===== config.mk =====
export PLATFORM = sky130hd
export DESIGN_NAME = spp_programmer
export DESIGN_NICKNAME = d
export VERILOG_FILES = /design/src/inc/spp_pkg.sv /design/src/hw/spp_pulse_class.sv /design/src/hw/spp_programmer.sv
export SDC_FILE = /design/constraint.sdc
export NUM_CORES = 1
export LEC_CHECK = 0
export BUFFER_PORTS_ARGS = -buffer_cell sky130_fd_sc_hd__buf_2
export CORE_MARGIN = 4
export CORE_UTILIZATION = 40
export CTS_CLUSTER_SIZE = 10
export DETAILED_ROUTE_END_ITERATION = 10
export MAX_ROUTING_LAYER = met4
export PLACE_DENSITY_LB_ADDON = 0.15
export SLEW_MARGIN = 10
export SYNTH_ARGS = -nofsm -noshare
export SYNTH_HDL_FRONTEND = slang
export SYNTH_SLANG_ARGS = --single-unit

===== constraint.sdc =====
create_clock -name pclk -period 4.7 [get_ports pclk]
set_clock_uncertainty 0.1 [all_clocks]
set_input_delay 0.47 -clock pclk [delete_from_list [all_inputs] [get_ports pclk]]
set_output_delay 0.47 -clock pclk [all_outputs]
set_load 0.1 [all_outputs]

===== src/inc/spp_pkg.sv =====
/*
 * constants and types shared by the supply-pulse threshold programmer.
 * assumes a single 20 MHz clock domain and APB register access.
 */
`default_nettype none

package spp_pkg;

	// ----------------------------------------------------------------
	// timing
	// ----------------------------------------------------------------
	localparam int unsigned CLK_MHZ = 20; // core clock rate
	localparam int unsigned MIN_PULSE_NS = 20000; // least on time of any coded pulse
	localparam int unsigned LONG_PULSE_NS = 100000; // least on time of a fuse pulse
	localparam int unsigned MIN_PULSE_CYC = (MIN_PULSE_NS * CLK_MHZ + 999) / 1000;
	localparam int unsigned LONG_PULSE_CYC = (LONG_PULSE_NS * CLK_MHZ + 999) / 1000;
	localparam int CNT_W = 12; // width counter, holds LONG_PULSE_CYC
	localparam logic [CNT_W-1:0] MIN_CNT = CNT_W'(MIN_PULSE_CYC);
	localparam logic [CNT_W-1:0] LONG_CNT = CNT_W'(LONG_PULSE_CYC);

	// ----------------------------------------------------------------
	// trim code and addressing
	// ----------------------------------------------------------------
	localparam int CODE_W = 6; // calibration code bits
	localparam int CODE_STEPS = 64; // calibration steps
	localparam int FUSE_W = 7; // six code fuses plus lock fuse
	localparam int LOCK_BIT = 6; // lock position in fuse vectors
	localparam int ADDR_W = 7; // address counter width
	localparam logic [ADDR_W-1:0] KEY_MIN_MIDS = 7'h07; // least mids inside the key
	localparam logic [ADDR_W-1:0] FIRST_ADDR = 7'h01; // address of code bit 0
	localparam logic [ADDR_W-1:0] LOCK_ADDR = 7'h41; // address of the lock fuse
	localparam logic [ADDR_W-1:0] ADDR_MAX = 7'h7f; // counter saturates here

	// ----------------------------------------------------------------
	// magnetic thresholds, in step_resolution units
	// ----------------------------------------------------------------
	localparam int FIELD_W = 8;
	localparam logic [FIELD_W-1:0] OP_BASE_STEP = 8'h10; // operate_threshold at code 0
	localparam logic [FIELD_W-1:0] HYST_STEPS = 8'h02; // threshold_hysteresis

	// ----------------------------------------------------------------
	// register map
	// ----------------------------------------------------------------
	localparam int APB_AW = 12;
	localparam logic [APB_AW-1:0] STATUS_OFS = 12'h000; // read only
	localparam logic [APB_AW-1:0] CFG_OFS = 12'h004; // read write
	localparam logic [APB_AW-1:0] FUSE_OFS = 12'h008; // read only
	localparam int CFG_PROG_EN_BIT = 0; // accept pulse programming
	localparam int CFG_INVERT_BIT = 1; // invert switch output
	localparam logic [1:0] CFG_RESET = 2'h1;
	localparam int ST_CODE_LSB = 0; // status: effective code [5:0]
	localparam int ST_LOCK_BIT = 6; // status: lock fuse sensed
	localparam int ST_ADDR_MODE_BIT = 7; // status: addressing mode entered
	localparam int ST_ACTIVE_BIT = 8; // status: switch active
	localparam int ST_ADDR_LSB = 9; // status: address counter [15:9]
	localparam int FU_SENSE_LSB = 0; // fuse: sensed fuses [6:0]
	localparam int FU_PROV_LSB = 8; // fuse: provisional bits [14:8]

	// ----------------------------------------------------------------
	// types
	// ----------------------------------------------------------------
	typedef enum logic [1:0] {ST_WAIT_KEY, ST_KEY_COUNT, ST_ADDR} spp_state_t;

	typedef struct packed {
		logic mid; // finished count_level pulse
		logic high_short; // finished short delimit_fuse_level pulse
		logic high_long; // finished long delimit_fuse_level pulse
	} spp_pulse_t;

endpackage

`default_nettype wire


===== src/hw/spp_pulse_class.sv =====
/*
 * classifies supply pulses by peak level and on time.
 * assumes comparator levels already synchronised to pclk.
 */
`default_nettype none

module spp_pulse_class (
	// clock and reset
	input wire logic pclk,
	input wire logic presetn,
	// synchronised level comparators
	input wire logic above_count,
	input wire logic above_delimit,
	// classified pulse, one cycle at pulse end
	output spp_pkg::spp_pulse_t pulse_ff
);

	logic in_pulse; // supply above hold_level band
	logic was_in_ff; // in_pulse one cycle ago
	logic seen_high_ff; // pulse reached delimit_fuse_level
	logic [spp_pkg::CNT_W-1:0] width_ff; // total on time, saturating
	logic [spp_pkg::CNT_W-1:0] high_ff; // time at high level, saturating
	logic pulse_end;

	assign in_pulse = above_count | above_delimit;
	assign pulse_end = was_in_ff & ~in_pulse;

	// ----------------------------------------------------------------
	// on time counters
	// ----------------------------------------------------------------
	// counters restart at each rising edge so one pulse never leaks into the next
	always_ff @(posedge pclk or negedge presetn)
	begin
		if (!presetn)
		begin
			was_in_ff <= 1'b0;
			seen_high_ff <= 1'b0;
			width_ff <= '0;
			high_ff <= '0;
		end
		else
		begin
			was_in_ff <= in_pulse;
			if (in_pulse && !was_in_ff)
			begin
				// new pulse
				seen_high_ff <= above_delimit;
				width_ff <= spp_pkg::CNT_W'(1);
				high_ff <= above_delimit ? spp_pkg::CNT_W'(1) : '0;
			end
			else if (in_pulse)
			begin
				seen_high_ff <= seen_high_ff | above_delimit;
				if (width_ff != spp_pkg::LONG_CNT)
					width_ff <= width_ff + spp_pkg::CNT_W'(1);
				if (above_delimit && high_ff != spp_pkg::LONG_CNT)
					high_ff <= high_ff + spp_pkg::CNT_W'(1);
			end
		end
	end

	// ----------------------------------------------------------------
	// classification at falling edge
	// ----------------------------------------------------------------
	// pulses under the least on time are noise and produce nothing
	always_ff @(posedge pclk or negedge presetn)
	begin
		if (!presetn)
			pulse_ff <= '0;
		else
		begin
			pulse_ff <= '0;
			if (pulse_end)
			begin
				if (seen_high_ff)
				begin
					pulse_ff.high_long <= (high_ff >= spp_pkg::LONG_CNT);
					pulse_ff.high_short <= (high_ff >= spp_pkg::MIN_CNT) && (high_ff < spp_pkg::LONG_CNT);
				end
				else
					pulse_ff.mid <= (width_ff >= spp_pkg::MIN_CNT);
			end
		end
	end

endmodule

`default_nettype wire


===== src/hw/spp_programmer.sv =====
/*
 * trim programming and switch logic of a pulse-programmed magnetic switch.
 * assumes digital comparator levels for the supply pin, a field sample in
 * step units on pclk, fuse sense lines, and an APB master.
 */
// Decided for this implementation: the APB slave port and the placing of the registers.
// Notes on behaviour
// - threshold range spans sixty-four equal steps
// - six code bits, each separately settable
// - hold level keeps volatile bits
// - mid pulse advances address counter
// - short high pulse ends mid run
// - long high pulse blows addressed fuse
// - supply near zero clears bits, counter
// - same sequence; provisional omits fuse pulse
// - blown fuse reads permanently set
// - lock fuse blocks further programming
// - trial bits retry freely, output follows
// - release equals operate minus hysteresis
// - output switches with hysteresis loop
// - key: short high, seven mids, short; the decoder accepts seven or more mids before the closing short
// - mid count selects target bit address
// - lock fuse is address sixty-five
// - unset bits evaluate as zero
`default_nettype none

module spp_programmer (
	// clock and reset
	input wire logic pclk,
	input wire logic presetn,
	// apb slave
	input wire logic psel,
	input wire logic penable,
	input wire logic pwrite,
	input wire logic [spp_pkg::APB_AW-1:0] paddr,
	input wire logic [31:0] pwdata,
	output logic [31:0] prdata,
	output logic pready,
	output logic pslverr,
	// supply comparators, asynchronous
	input wire logic supply_present,
	input wire logic at_count_level,
	input wire logic at_delimit_level,
	// fuse array
	input wire logic [spp_pkg::FUSE_W-1:0] fuse_sense,
	output logic [spp_pkg::FUSE_W-1:0] fuse_blow,
	// magnetic path
	input wire logic [spp_pkg::FIELD_W-1:0] field_step,
	output logic [spp_pkg::FIELD_W-1:0] operate_threshold,
	output logic [spp_pkg::FIELD_W-1:0] release_threshold,
	output logic switch_out
);

	// ----------------------------------------------------------------
	// declarations
	// ----------------------------------------------------------------
	logic [9:0] sync1_ff; // first synchroniser stage
	logic [9:0] sync2_ff; // second stage, the only one read
	logic supply_s; // supply above zero
	logic count_s; // supply at count_level or above
	logic delimit_s; // supply at delimit_fuse_level
	logic [spp_pkg::FUSE_W-1:0] fuse_s; // sensed blown fuses
	spp_pkg::spp_pulse_t pulse; // classified pulse
	logic any_high; // short or long high pulse
	spp_pkg::spp_state_t state_ff; // sequence state
	spp_pkg::spp_state_t nxt_state;
	logic [spp_pkg::ADDR_W-1:0] addr_ff; // mid pulse counter
	logic [spp_pkg::ADDR_W-1:0] nxt_addr;
	logic [spp_pkg::FUSE_W-1:0] prov_ff; // provisional bitfields
	logic [spp_pkg::FUSE_W-1:0] set_vec; // bit addressed by a delimit
	logic [spp_pkg::FUSE_W-1:0] fuse_blow_ff;
	logic [spp_pkg::CODE_W-1:0] code; // effective calibration code
	logic locked; // lock fuse blown
	logic accept; // programming allowed
	logic [1:0] cfg_ff; // software configuration
	logic [spp_pkg::FIELD_W-1:0] op_ff;
	logic [spp_pkg::FIELD_W-1:0] rp_ff;
	logic active_ff; // switch state
	logic [31:0] prdata_ff;
	logic pslverr_ff;
	logic setup_ph; // apb setup cycle
	logic wr_cfg; // write to configuration takes effect
	logic addr_hit; // mapped address

	// ----------------------------------------------------------------
	// input synchronisers
	// ----------------------------------------------------------------
	// every pin-side level passes two flops before use
	always_ff @(posedge pclk or negedge presetn)
	begin
		if (!presetn)
		begin
			sync1_ff <= '0;
			sync2_ff <= '0;
		end
		else
		begin
			sync1_ff <= {fuse_sense, at_delimit_level, at_count_level, supply_present};
			sync2_ff <= sync1_ff;
		end
	end

	assign supply_s = sync2_ff[0];
	assign count_s = sync2_ff[1];
	assign delimit_s = sync2_ff[2];
	assign fuse_s = sync2_ff[9:3];

	// ----------------------------------------------------------------
	// pulse classifier
	// ----------------------------------------------------------------
	spp_pulse_class u_class (
		.pclk(pclk),
		.presetn(presetn),
		.above_count(count_s),
		.above_delimit(delimit_s),
		.pulse_ff(pulse)
	);

	assign any_high = pulse.high_short | pulse.high_long;
	assign locked = fuse_s[spp_pkg::LOCK_BIT];
	assign accept = cfg_ff[spp_pkg::CFG_PROG_EN_BIT] & ~locked;

	// ----------------------------------------------------------------
	// sequence decoder
	// ----------------------------------------------------------------
	// the key must be rebuilt before every address so noise cannot program
	always_comb
	begin
		nxt_state = state_ff;
		nxt_addr = addr_ff;
		set_vec = '0;
		if (!accept)
		begin
			// ignore sequences while locked or disabled
			nxt_state = spp_pkg::ST_WAIT_KEY;
			nxt_addr = '0;
		end
		else
		begin
			unique case (state_ff)
				spp_pkg::ST_WAIT_KEY:
				begin
					// first short high opens the key
					if (pulse.high_short)
					begin
						nxt_state = spp_pkg::ST_KEY_COUNT;
						nxt_addr = '0;
					end
				end
				spp_pkg::ST_KEY_COUNT:
				begin
					if (pulse.mid && addr_ff != spp_pkg::ADDR_MAX)
						nxt_addr = addr_ff + spp_pkg::ADDR_W'(1);
					else if (pulse.high_short && addr_ff >= spp_pkg::KEY_MIN_MIDS)
					begin
						// key complete, addressing mode
						nxt_state = spp_pkg::ST_ADDR;
						nxt_addr = '0;
					end
					else if (pulse.high_short)
						nxt_addr = '0; // too few mids, treat as new key start
					else if (pulse.high_long)
					begin
						nxt_state = spp_pkg::ST_WAIT_KEY;
						nxt_addr = '0;
					end
				end
				spp_pkg::ST_ADDR:
				begin
					if (pulse.mid && addr_ff != spp_pkg::ADDR_MAX)
						nxt_addr = addr_ff + spp_pkg::ADDR_W'(1);
					else if (any_high)
					begin
						// delimit: address selects one bitfield
						if (addr_ff == spp_pkg::LOCK_ADDR)
							set_vec[spp_pkg::LOCK_BIT] = 1'b1;
						else if (addr_ff >= spp_pkg::FIRST_ADDR &&
							addr_ff < spp_pkg::FIRST_ADDR + spp_pkg::ADDR_W'(spp_pkg::CODE_W))
							set_vec[3'(addr_ff - spp_pkg::FIRST_ADDR)] = 1'b1;
						nxt_state = spp_pkg::ST_WAIT_KEY;
						nxt_addr = '0;
					end
				end
			endcase
		end
	end

	// sequence state; loss of supply wipes it
	always_ff @(posedge pclk or negedge presetn)
	begin
		if (!presetn)
		begin
			state_ff <= spp_pkg::ST_WAIT_KEY;
			addr_ff <= '0;
		end
		else if (!supply_s)
		begin
			state_ff <= spp_pkg::ST_WAIT_KEY;
			addr_ff <= '0;
		end
		else
		begin
			state_ff <= nxt_state;
			addr_ff <= nxt_addr;
		end
	end

	// provisional bitfields, kept while supply stays at hold_level
	always_ff @(posedge pclk or negedge presetn)
	begin
		if (!presetn)
			prov_ff <= '0;
		else if (!supply_s)
			prov_ff <= '0;
		else
			prov_ff <= prov_ff | set_vec;
	end

	// fuse blow strobe only for a long delimit
	always_ff @(posedge pclk or negedge presetn)
	begin
		if (!presetn)
			fuse_blow_ff <= '0;
		else if (pulse.high_long && supply_s)
			fuse_blow_ff <= set_vec;
		else
			fuse_blow_ff <= '0;
	end

	assign fuse_blow = fuse_blow_ff;

	// ----------------------------------------------------------------
	// thresholds and switch
	// ----------------------------------------------------------------
	// blown fuse forces the bit, unset bits stay zero
	assign code = prov_ff[spp_pkg::CODE_W-1:0] | fuse_s[spp_pkg::CODE_W-1:0];

	// thresholds follow the code every cycle so trials show at once
	always_ff @(posedge pclk or negedge presetn)
	begin
		if (!presetn)
		begin
			op_ff <= spp_pkg::OP_BASE_STEP;
			rp_ff <= spp_pkg::OP_BASE_STEP - spp_pkg::HYST_STEPS;
		end
		else
		begin
			op_ff <= spp_pkg::OP_BASE_STEP + spp_pkg::FIELD_W'(code);
			rp_ff <= spp_pkg::OP_BASE_STEP + spp_pkg::FIELD_W'(code) - spp_pkg::HYST_STEPS;
		end
	end

	assign operate_threshold = op_ff;
	assign release_threshold = rp_ff;

	// hysteresis: on at operate, off only below release
	always_ff @(posedge pclk or negedge presetn)
	begin
		if (!presetn)
			active_ff <= 1'b0;
		else if (!active_ff && field_step >= op_ff)
			active_ff <= 1'b1;
		else if (active_ff && field_step < rp_ff)
			active_ff <= 1'b0;
	end

	assign switch_out = active_ff ^ cfg_ff[spp_pkg::CFG_INVERT_BIT];

	// ----------------------------------------------------------------
	// apb slave
	// ----------------------------------------------------------------
	assign setup_ph = psel & ~penable;
	assign addr_hit = (paddr == spp_pkg::STATUS_OFS) || (paddr == spp_pkg::CFG_OFS) ||
		(paddr == spp_pkg::FUSE_OFS);
	assign wr_cfg = psel & penable & pwrite & (paddr == spp_pkg::CFG_OFS);

	// configuration register
	always_ff @(posedge pclk or negedge presetn)
	begin
		if (!presetn)
			cfg_ff <= spp_pkg::CFG_RESET;
		else if (wr_cfg)
			cfg_ff <= pwdata[1:0];
	end

	// read data and error captured in the setup cycle
	always_ff @(posedge pclk or negedge presetn)
	begin
		if (!presetn)
		begin
			prdata_ff <= '0;
			pslverr_ff <= 1'b0;
		end
		else if (setup_ph)
		begin
			pslverr_ff <= ~addr_hit;
			prdata_ff <= '0;
			if (!pwrite)
			begin
				unique case (paddr)
					spp_pkg::STATUS_OFS:
					begin
						prdata_ff[spp_pkg::ST_CODE_LSB +: spp_pkg::CODE_W] <= code;
						prdata_ff[spp_pkg::ST_LOCK_BIT] <= locked;
						prdata_ff[spp_pkg::ST_ADDR_MODE_BIT] <= (state_ff == spp_pkg::ST_ADDR);
						prdata_ff[spp_pkg::ST_ACTIVE_BIT] <= active_ff;
						prdata_ff[spp_pkg::ST_ADDR_LSB +: spp_pkg::ADDR_W] <= addr_ff;
					end
					spp_pkg::CFG_OFS:
						prdata_ff[1:0] <= cfg_ff;
					spp_pkg::FUSE_OFS:
					begin
						prdata_ff[spp_pkg::FU_SENSE_LSB +: spp_pkg::FUSE_W] <= fuse_s;
						prdata_ff[spp_pkg::FU_PROV_LSB +: spp_pkg::FUSE_W] <= prov_ff;
					end
					default:
						prdata_ff <= '0; // unmapped reads zero
				endcase
			end
		end
	end

	assign prdata = prdata_ff;
	assign pready = 1'b1;
	assign pslverr = psel & penable & pslverr_ff;

endmodule

`default_nettype wire


======== Yosys cells after proc, flatten, opt, wreduce, memory -nomap -nowiden ========
Index checks and enable logic that the tools add are counted.
storage, ports and cells
  register bits ........................... 123
  word-level logic and storage cells ...... 144
  input port bits ......................... 67
cells by class
  mux-type cells .......................... 51
  equal/unequal tests ..................... 16
  reductions and logical operators ........ 24
  bitwise logic cells ..................... 17
  add/subtract/negate cells ............... 6
  $lt $le $gt $ge ......................... 11
operators by type and width
  kind                   count
  $mux 7                 16
  $mux 12                6
  $add 12x1->12 const B  2
  $ge 12x9->1 const B    2
  $ne 12x11->1 const B   2
  $pmux 7 s3             1
  $mux 2                 10
  $mux 16                1
  $pmux 7 s2             1
  $eq 12x3->1 const B    1
  $eq 12x4->1 const B    1
  $ge 12x11->1 const B   1
  $logic_not 12->1       1
  $lt 12x11->1 const B   1
  $ne 4x4->1 const B     3
  $pmux 2 s3             2
  $logic_and 1x1->1      10
  $mux 1                 10
  $ne 5x5->1 const B     2
  $pmux 5 s2             1
  $ge 8x7->1             1
  $lt 8x8->1             1
  $reduce_bool 2->1      4
  $sub 7x2->8 const B    1
  other kinds (30)       44

======== Depth between registers and ports, before layout ========
  depth in word-level cells ............... 13
  gate-level depth with buffers ........... 7
  mapped depth without buffers ............ 7

======== Cells and area by module ========
Synthesis repeated with hierarchy kept, for this count alone.
second synthesis, totals
  cells, all modules ...................... 514
  area, all modules ....................... 5293.8 µm²
modules (own cells, without submodules)
  module           cells an instance  area an instance (µm²)  instances  sequential area each (µm²)
  spp_programmer   353                3699.8                  1          1933.1
  spp_pulse_class  161                1594.0                  1          725.7

======== Worst setup path after synthesis ========
Ideal clock, no wire load.
  kind .................................... register to output
  start ................................... reg active_ff
  end ..................................... out switch_out
  data required time ...................... 4.130 ns
  arrival ................................. 1.847 ns
  slack ................................... 2.283 ns
  cell stages (with the launch flop) ...... 2
  path through ............................ dfrtp_1 > xor2_1
on the way
  cells in the longest elaborated chain, start to end .. 1
ends and longest elaborated chain
  item                      RTL line               text
  start: declaration        spp_programmer.sv:78   logic active_ff;
  start signal: assignment  spp_programmer.sv:260  active_ff <= 1'b0;
  start signal: assignment  spp_programmer.sv:262  active_ff <= 1'b1;
  start signal: assignment  spp_programmer.sv:264  active_ff <= 1'b0;
  $xor 1x1->1               spp_programmer.sv:267  assign switch_out = active_ff ^ cfg_ff[spp_pkg::CFG_INVERT_BIT];
  end: declaration          spp_programmer.sv:51   output logic switch_out
No other way between the ends.

======== Worst setup path in the final report ========
  start ................................... reg addr_ff[0] (netlist name)
  end ..................................... reg prov_ff[0] (netlist name)
on the way
  cells in the longest elaborated chain, start to end .. 13
  elaborated cells between the ends (all ways) .. 20
  classes of those cells .................. add/sub: 1; order compare: 4; eq/ne: 2; mux: 9; bitwise: 1; reduce/logical: 3
ends and longest elaborated chain
  item                                                            RTL line               text
  start: declaration                                              spp_programmer.sv:67   logic [spp_pkg::ADDR_W-1:0] addr_ff;
  start signal: assignment                                        spp_programmer.sv:204  addr_ff <= nxt_addr;
  $sub 3x1->3                                                     spp_programmer.sv:179  set_vec[3'(addr_ff - spp_pkg::FIRST_ADDR)] = 1'b1;
  $lt 3x4->1 (implied by the code) or $ge 3x1->1 (tied branches)  spp_programmer.sv:179
  $logic_and 1x1->1 (implied by the code)                         spp_programmer.sv:179
  $mux 1 (implied by the code)                                    spp_programmer.sv:179
  $demux 1 s3                                                     spp_programmer.sv:179
  $mux 7                                                          spp_programmer.sv:177  else if (addr_ff >= spp_pkg::FIRST_ADDR &&
  $mux 6                                                          spp_programmer.sv:175  if (addr_ff == spp_pkg::LOCK_ADDR)
  $mux 7                                                          spp_programmer.sv:172  else if (any_high)
  $mux 7 *                                                        spp_programmer.sv:170  if (pulse.mid && addr_ff != spp_pkg::ADDR_MAX)
  $mux 7 *                                                        spp_programmer.sv:140  unique case (state_ff)
  $mux 7 *                                                        spp_programmer.sv:132  if (!accept)
  $or 7x7->7 *                                                    spp_programmer.sv:216  prov_ff <= prov_ff | set_vec;
  $mux 7 *                                                        spp_programmer.sv:213  else if (!supply_s)
  end signal: assignment                                          spp_programmer.sv:216
  end: declaration                                                spp_programmer.sv:69   logic [spp_pkg::FUSE_W-1:0] prov_ff;
Mark *: on every way between the ends. The rest lies on a longest branch, timed or not.
A chain may end at the register's enable or synchronous reset.

==> summary.md <==
| Metric | Value |
|---|---|
| # fillers | `1211` |
| Synth area leaders | `dfrtp_1 (49%), ha_1 (7.1%), nor2_1 (3.7%)` |
| Post-synth EDFFs | `0` |
| Synth Area in XOR/XNOR | `3.58%` |
| Wire per inst | `14.0 µm` |
| Hold Path Class | `in -> async` |
| Crit path cell chain | `ha_1 > and3_1 > a21boi_2 > or4_1 > nor3_1 > o21a_1` |
| CTS tree | `yes` |
| Max FO, Critical Path | `7` |
| I/O pins | `125` |
| Pins Over Slew Limit | `0` |
| Asr flop ratio synth | `100%` |
| DP Cell Count | `737` |
| Multi-input logic area | `0.00218 mm²` |
| RSZ-0062 raised after global routing | `false` |
| CTS sink count | `106` |
| Final setup viols | `0` |
| Power per cell area | `351 mW/mm²` |
| Die Span X | `121 µm` |
| TritonRoute pass-1 iters | `4` |
| Post-route design area | `0.00586 mm²` |
| Crit start category | `register` |
| Worst-Skew Late Latency | `350 ps` |
| Internal power | `1.43 mW` |
| Max incr delay on CP | `650 ps` |
| Fmax | `436 MHz` |
| VDD IR max | `0.208 mV` |
| Endpoints failing hold | `0` |
| Initial Utilization | `40.7%` |
| Mux cell area share after synthesis | `2.19%` |
| Synth-to-Final Area Change | `14.0%` |
| Placer Congestion | `0.825` |
| Static leakage | `2.81 nW` |
| Initial antenna violation count | `0` |
| WS Path Type | `reg -> reg` |
| Area share of fa/ha/maj cells after synthesis | `7.06%` |
| Worst-Margin Slew | `886 ps` |
| Register Area | `0.00266 mm²` |
| Crit end category | `register` |
| Buffers inserted by post-CTS timing repair | `0` |
| Post-CTS Hold Fix Bufs | `0` |
| Congestion Overflow GR | `0` |
| DRT iter0 DRCs | `171` |
| All-layer global routing usage | `15.3%` |
| Fin Hold WS | `122 ps` |
| Worst-case clock buffer depth | `2` |
| FF+latch count, synth | `106` |
| Via count | `3773` |
| Non-filler cells, final | `753` |
| Simple-Gate Fraction of Synth Area | `17.5%` |
| Data arrival time of the worst path | `2480 ps` |
| Average size of a mapped cell | `10.1 µm²` |
| Die H | `121 µm` |
| Layout cells sized above 1 | `18.4%` |
| Period minus WS final | `2300 ps` |
| CP max-delay cell | `or4_1` |
| Clk pwr share | `34.1%` |
| HPWL after DPL | `7830 µm` |
| Buffers added on ports | `76` |
| Slew headroom | `41.0%` |
| Vias/cell | `5.01` |
| Dpl cell area | `0.00558 mm²` |
| Sequential Power Share | `49.2%` |
| Req. time, crit path | `4880 ps` |
| Leading area contributor after synthesis | `dfrtp_1` |
| Compound-Gate Fraction of Synth Area | `10.8%` |
| Nets | `672` |
| Pin count of the biggest net entering global routing | `72` |
| Vias in the first global route | `3567` |
| Root buffer cell | `clkbuf_16` |
| Max-Cap Viols | `0` |
| Commonest register cell after synthesis | `dfrtp_1` |
| ANT cells | `0` |
| Largest family of logic cells by synthesized area | `simple AND/OR/NAND/NOR gates` |
| Post-Synthesis Cells | `508` |
| Post-Synthesis Cell Area | `0.00514 mm²` |
| Cell Rows | `41` |
| Register area share after synthesis | `51.7%` |
| Yosys warnings | `0` |
| Cts repair resizes | `0` |
| Logic pwr share | `16.7%` |
| Power consumption | `2.06 mW` |
| Die ar. | `0.0147 mm²` |
| Setup TNS | `0 ps` |
| Sw Share | `30.3%` |
| Core area | `0.0126 mm²` |
| CTS HTree Levels | `3` |
| WL final | `10500 µm` |
| Routed Antenna Nets | `0` |
| Tcrit/Tclk final | `48.9%` |
| Switching pwr | `0.624 mW` |
| Total CTS buffers | `9` |
| Status | `finished clean` |
| Wire length of the first global-routing pass | `17400 µm` |
| Residual DRC | `0` |
| Reg clk slew, reported paths | `70 ps` |
| Synth unique cells | `54` |
| Yosys top cell area share | `49.2%` |
area by class of cell:
type                    count  share of cell area [%]
flip-flops and latches    106                    45.4
repair buffers             78                    6.79
inverters                  35                    2.24
clock inverters             2                   0.214
clock buffers              14                    4.51
multi-input cells         346                    37.2
well taps                 172                    3.67
critical path: cells and delay by family, from the launching register on:
| kind | cells | cell delay, ps |
|---|---|---|
| AND/OR/NAND/NOR | 3 | 1130 |
| flip-flops | 1 | 460 |
| adder cells (fa/ha/maj) | 1 | 310 |
| AO/OA/AOI/OAI | 2 | 230 |
cells in the mapped netlist (3+ instances only):
| library cell | number |
|---|---|
| dfrtp_1 | 101 |
| nor2_1 | 50 |
| nand2_1 | 43 |
| inv_1 | 35 |
| ha_1 | 29 |
| o21ai_0 | 29 |
| nand3_1 | 23 |
| buf_4 | 19 |
| a21oi_1 | 14 |
| clkbuf_1 | 12 |
| nand4_1 | 12 |
| nor3_1 | 12 |
| xor2_1 | 11 |
| nor4_1 | 10 |
| xnor2_1 | 10 |
| mux2i_1 | 9 |
| o211ai_1 | 7 |
| and3_1 | 6 |
| o21a_1 | 6 |
| dfstp_2 | 5 |
| or2_2 | 5 |
| o2111ai_1 | 4 |
| or3_1 | 4 |
| or4_1 | 4 |
| a211o_1 | 3 |
| buf_2 | 3 |
final timing paths:
| check | endpoint | slack [ps] | start | cells after the start |
|---|---|---|---|---|
| max | prov_ff[0]$_DFF_PN0_ | 2400 | addr_ff[0]$_DFFE_PN0P_ | 6 |
| min | sync1_ff[9]$_DFF_PN0_ | 120 | presetn | 1 |
| max reg2reg | prov_ff[0]$_DFF_PN0_ | 2400 | addr_ff[0]$_DFFE_PN0P_ | 6 |
| min reg2reg | sync2_ff[0]$_DFF_PN0_ | 250 | sync1_ff[0]$_DFF_PN0_ | 0 |
| max in group asynchronous | release_threshold[1]$_DFF_PN1_ | 3380 | presetn | 2 |
| min in group pclk | sync1_ff[0]$_DFF_PN0_ | 130 | supply_present | 1 |
placed cells by master, fill, tap and decap left out, types with 3 or more instances in the layout:
cell type / Yosys / layout
xnor2_1: 10 / 10
o21ai_0: 29 / 29
dfrtp_1: 101 / 101
buf_2: 3 / 75
dfstp_2: 5 / 5
or3_1: 4 / 4
o2111ai_1: 4 / 4
nor4_1: 10 / 10
o21a_1: 6 / 6
nand3_1: 23 / 23
conb_1: 2 / 18
nand2_1: 43 / 43
nor2_1: 50 / 50
clkbuf_1: 12 / 3
inv_1: 35 / 35
a21oi_1: 14 / 14
buf_4: 19 / 3
and3_1: 6 / 6
nand4_1: 12 / 12
a211o_1: 3 / 3
clkbuf_16: 0 / 9
mux2i_1: 9 / 9
ha_1: 29 / 29
or2_2: 5 / 5
o211ai_1: 7 / 7
nor3_1: 12 / 12
or4_1: 4 / 4
xor2_1: 11 / 11
state kept, by name (all words and copies together), names as in the netlist:
name                  count
u_class.was_in_ff         1
fuse_blow                 7
u_class.high_ff          12
pslverr_ff                1
u_class.seen_high_ff      1
cfg_ff                    2
prov_ff                   7
release_threshold         8
u_class.pulse_ff          3
addr_ff                   7
active_ff                 1
sync1_ff                 10
state_ff                  2
prdata                   16
operate_threshold         6
sync2_ff                 10
u_class.width_ff         12
cell families (layout without fill, tap and decap cells):
logic type | after synthesis | count (layout)
other | 2 | 18
AO/OA/AOI/OAI | 85 | 85
XOR/XNOR | 21 | 21
AND/OR/NAND/NOR | 182 | 182
flip-flops | 106 | 106
adder cells (fa/ha/maj) | 29 | 29
multiplexers | 11 | 11
buffers and inverters | 72 | 129
per-layer routing:
layer | routed length (µm) | GRT usage, % | up-vias
met5 | 0 | - | -
met4 | 65 | 3.71 | 0
met3 | 623 | 4.38 | 5
met2 | 4980 | 23.9 | 96
met1 | 4860 | 19.9 | 1809
li1 | - | - | 1863
metrics by stage:
| step | utilization (%) | worst slack [ps] |
|---|---|---|
| final | 46.4 | 2400 |
| after global routing | 46.4 | 2180 |
| after CTS | 46.4 | 2400 |
| after detailed placement | 44.2 | 2290 |
| after global placement | 44.2 | 2300 |
| after floorplan | - | 2280 |
power groups by stage:
stage / logic (mW) / registers [mW] / clock network, mW
after floorplan: 0.228 / 1.08 / 0
after global placement: 0.343 / 1.03 / 0
after detailed placement: 0.346 / 1.03 / 0
after CTS: 0.348 / 1.01 / 0.730
after global routing: 0.378 / 1.02 / 0.762
final: 0.343 / 1.01 / 0.702
No activity file was read; power rests on OpenSTA's default activity.
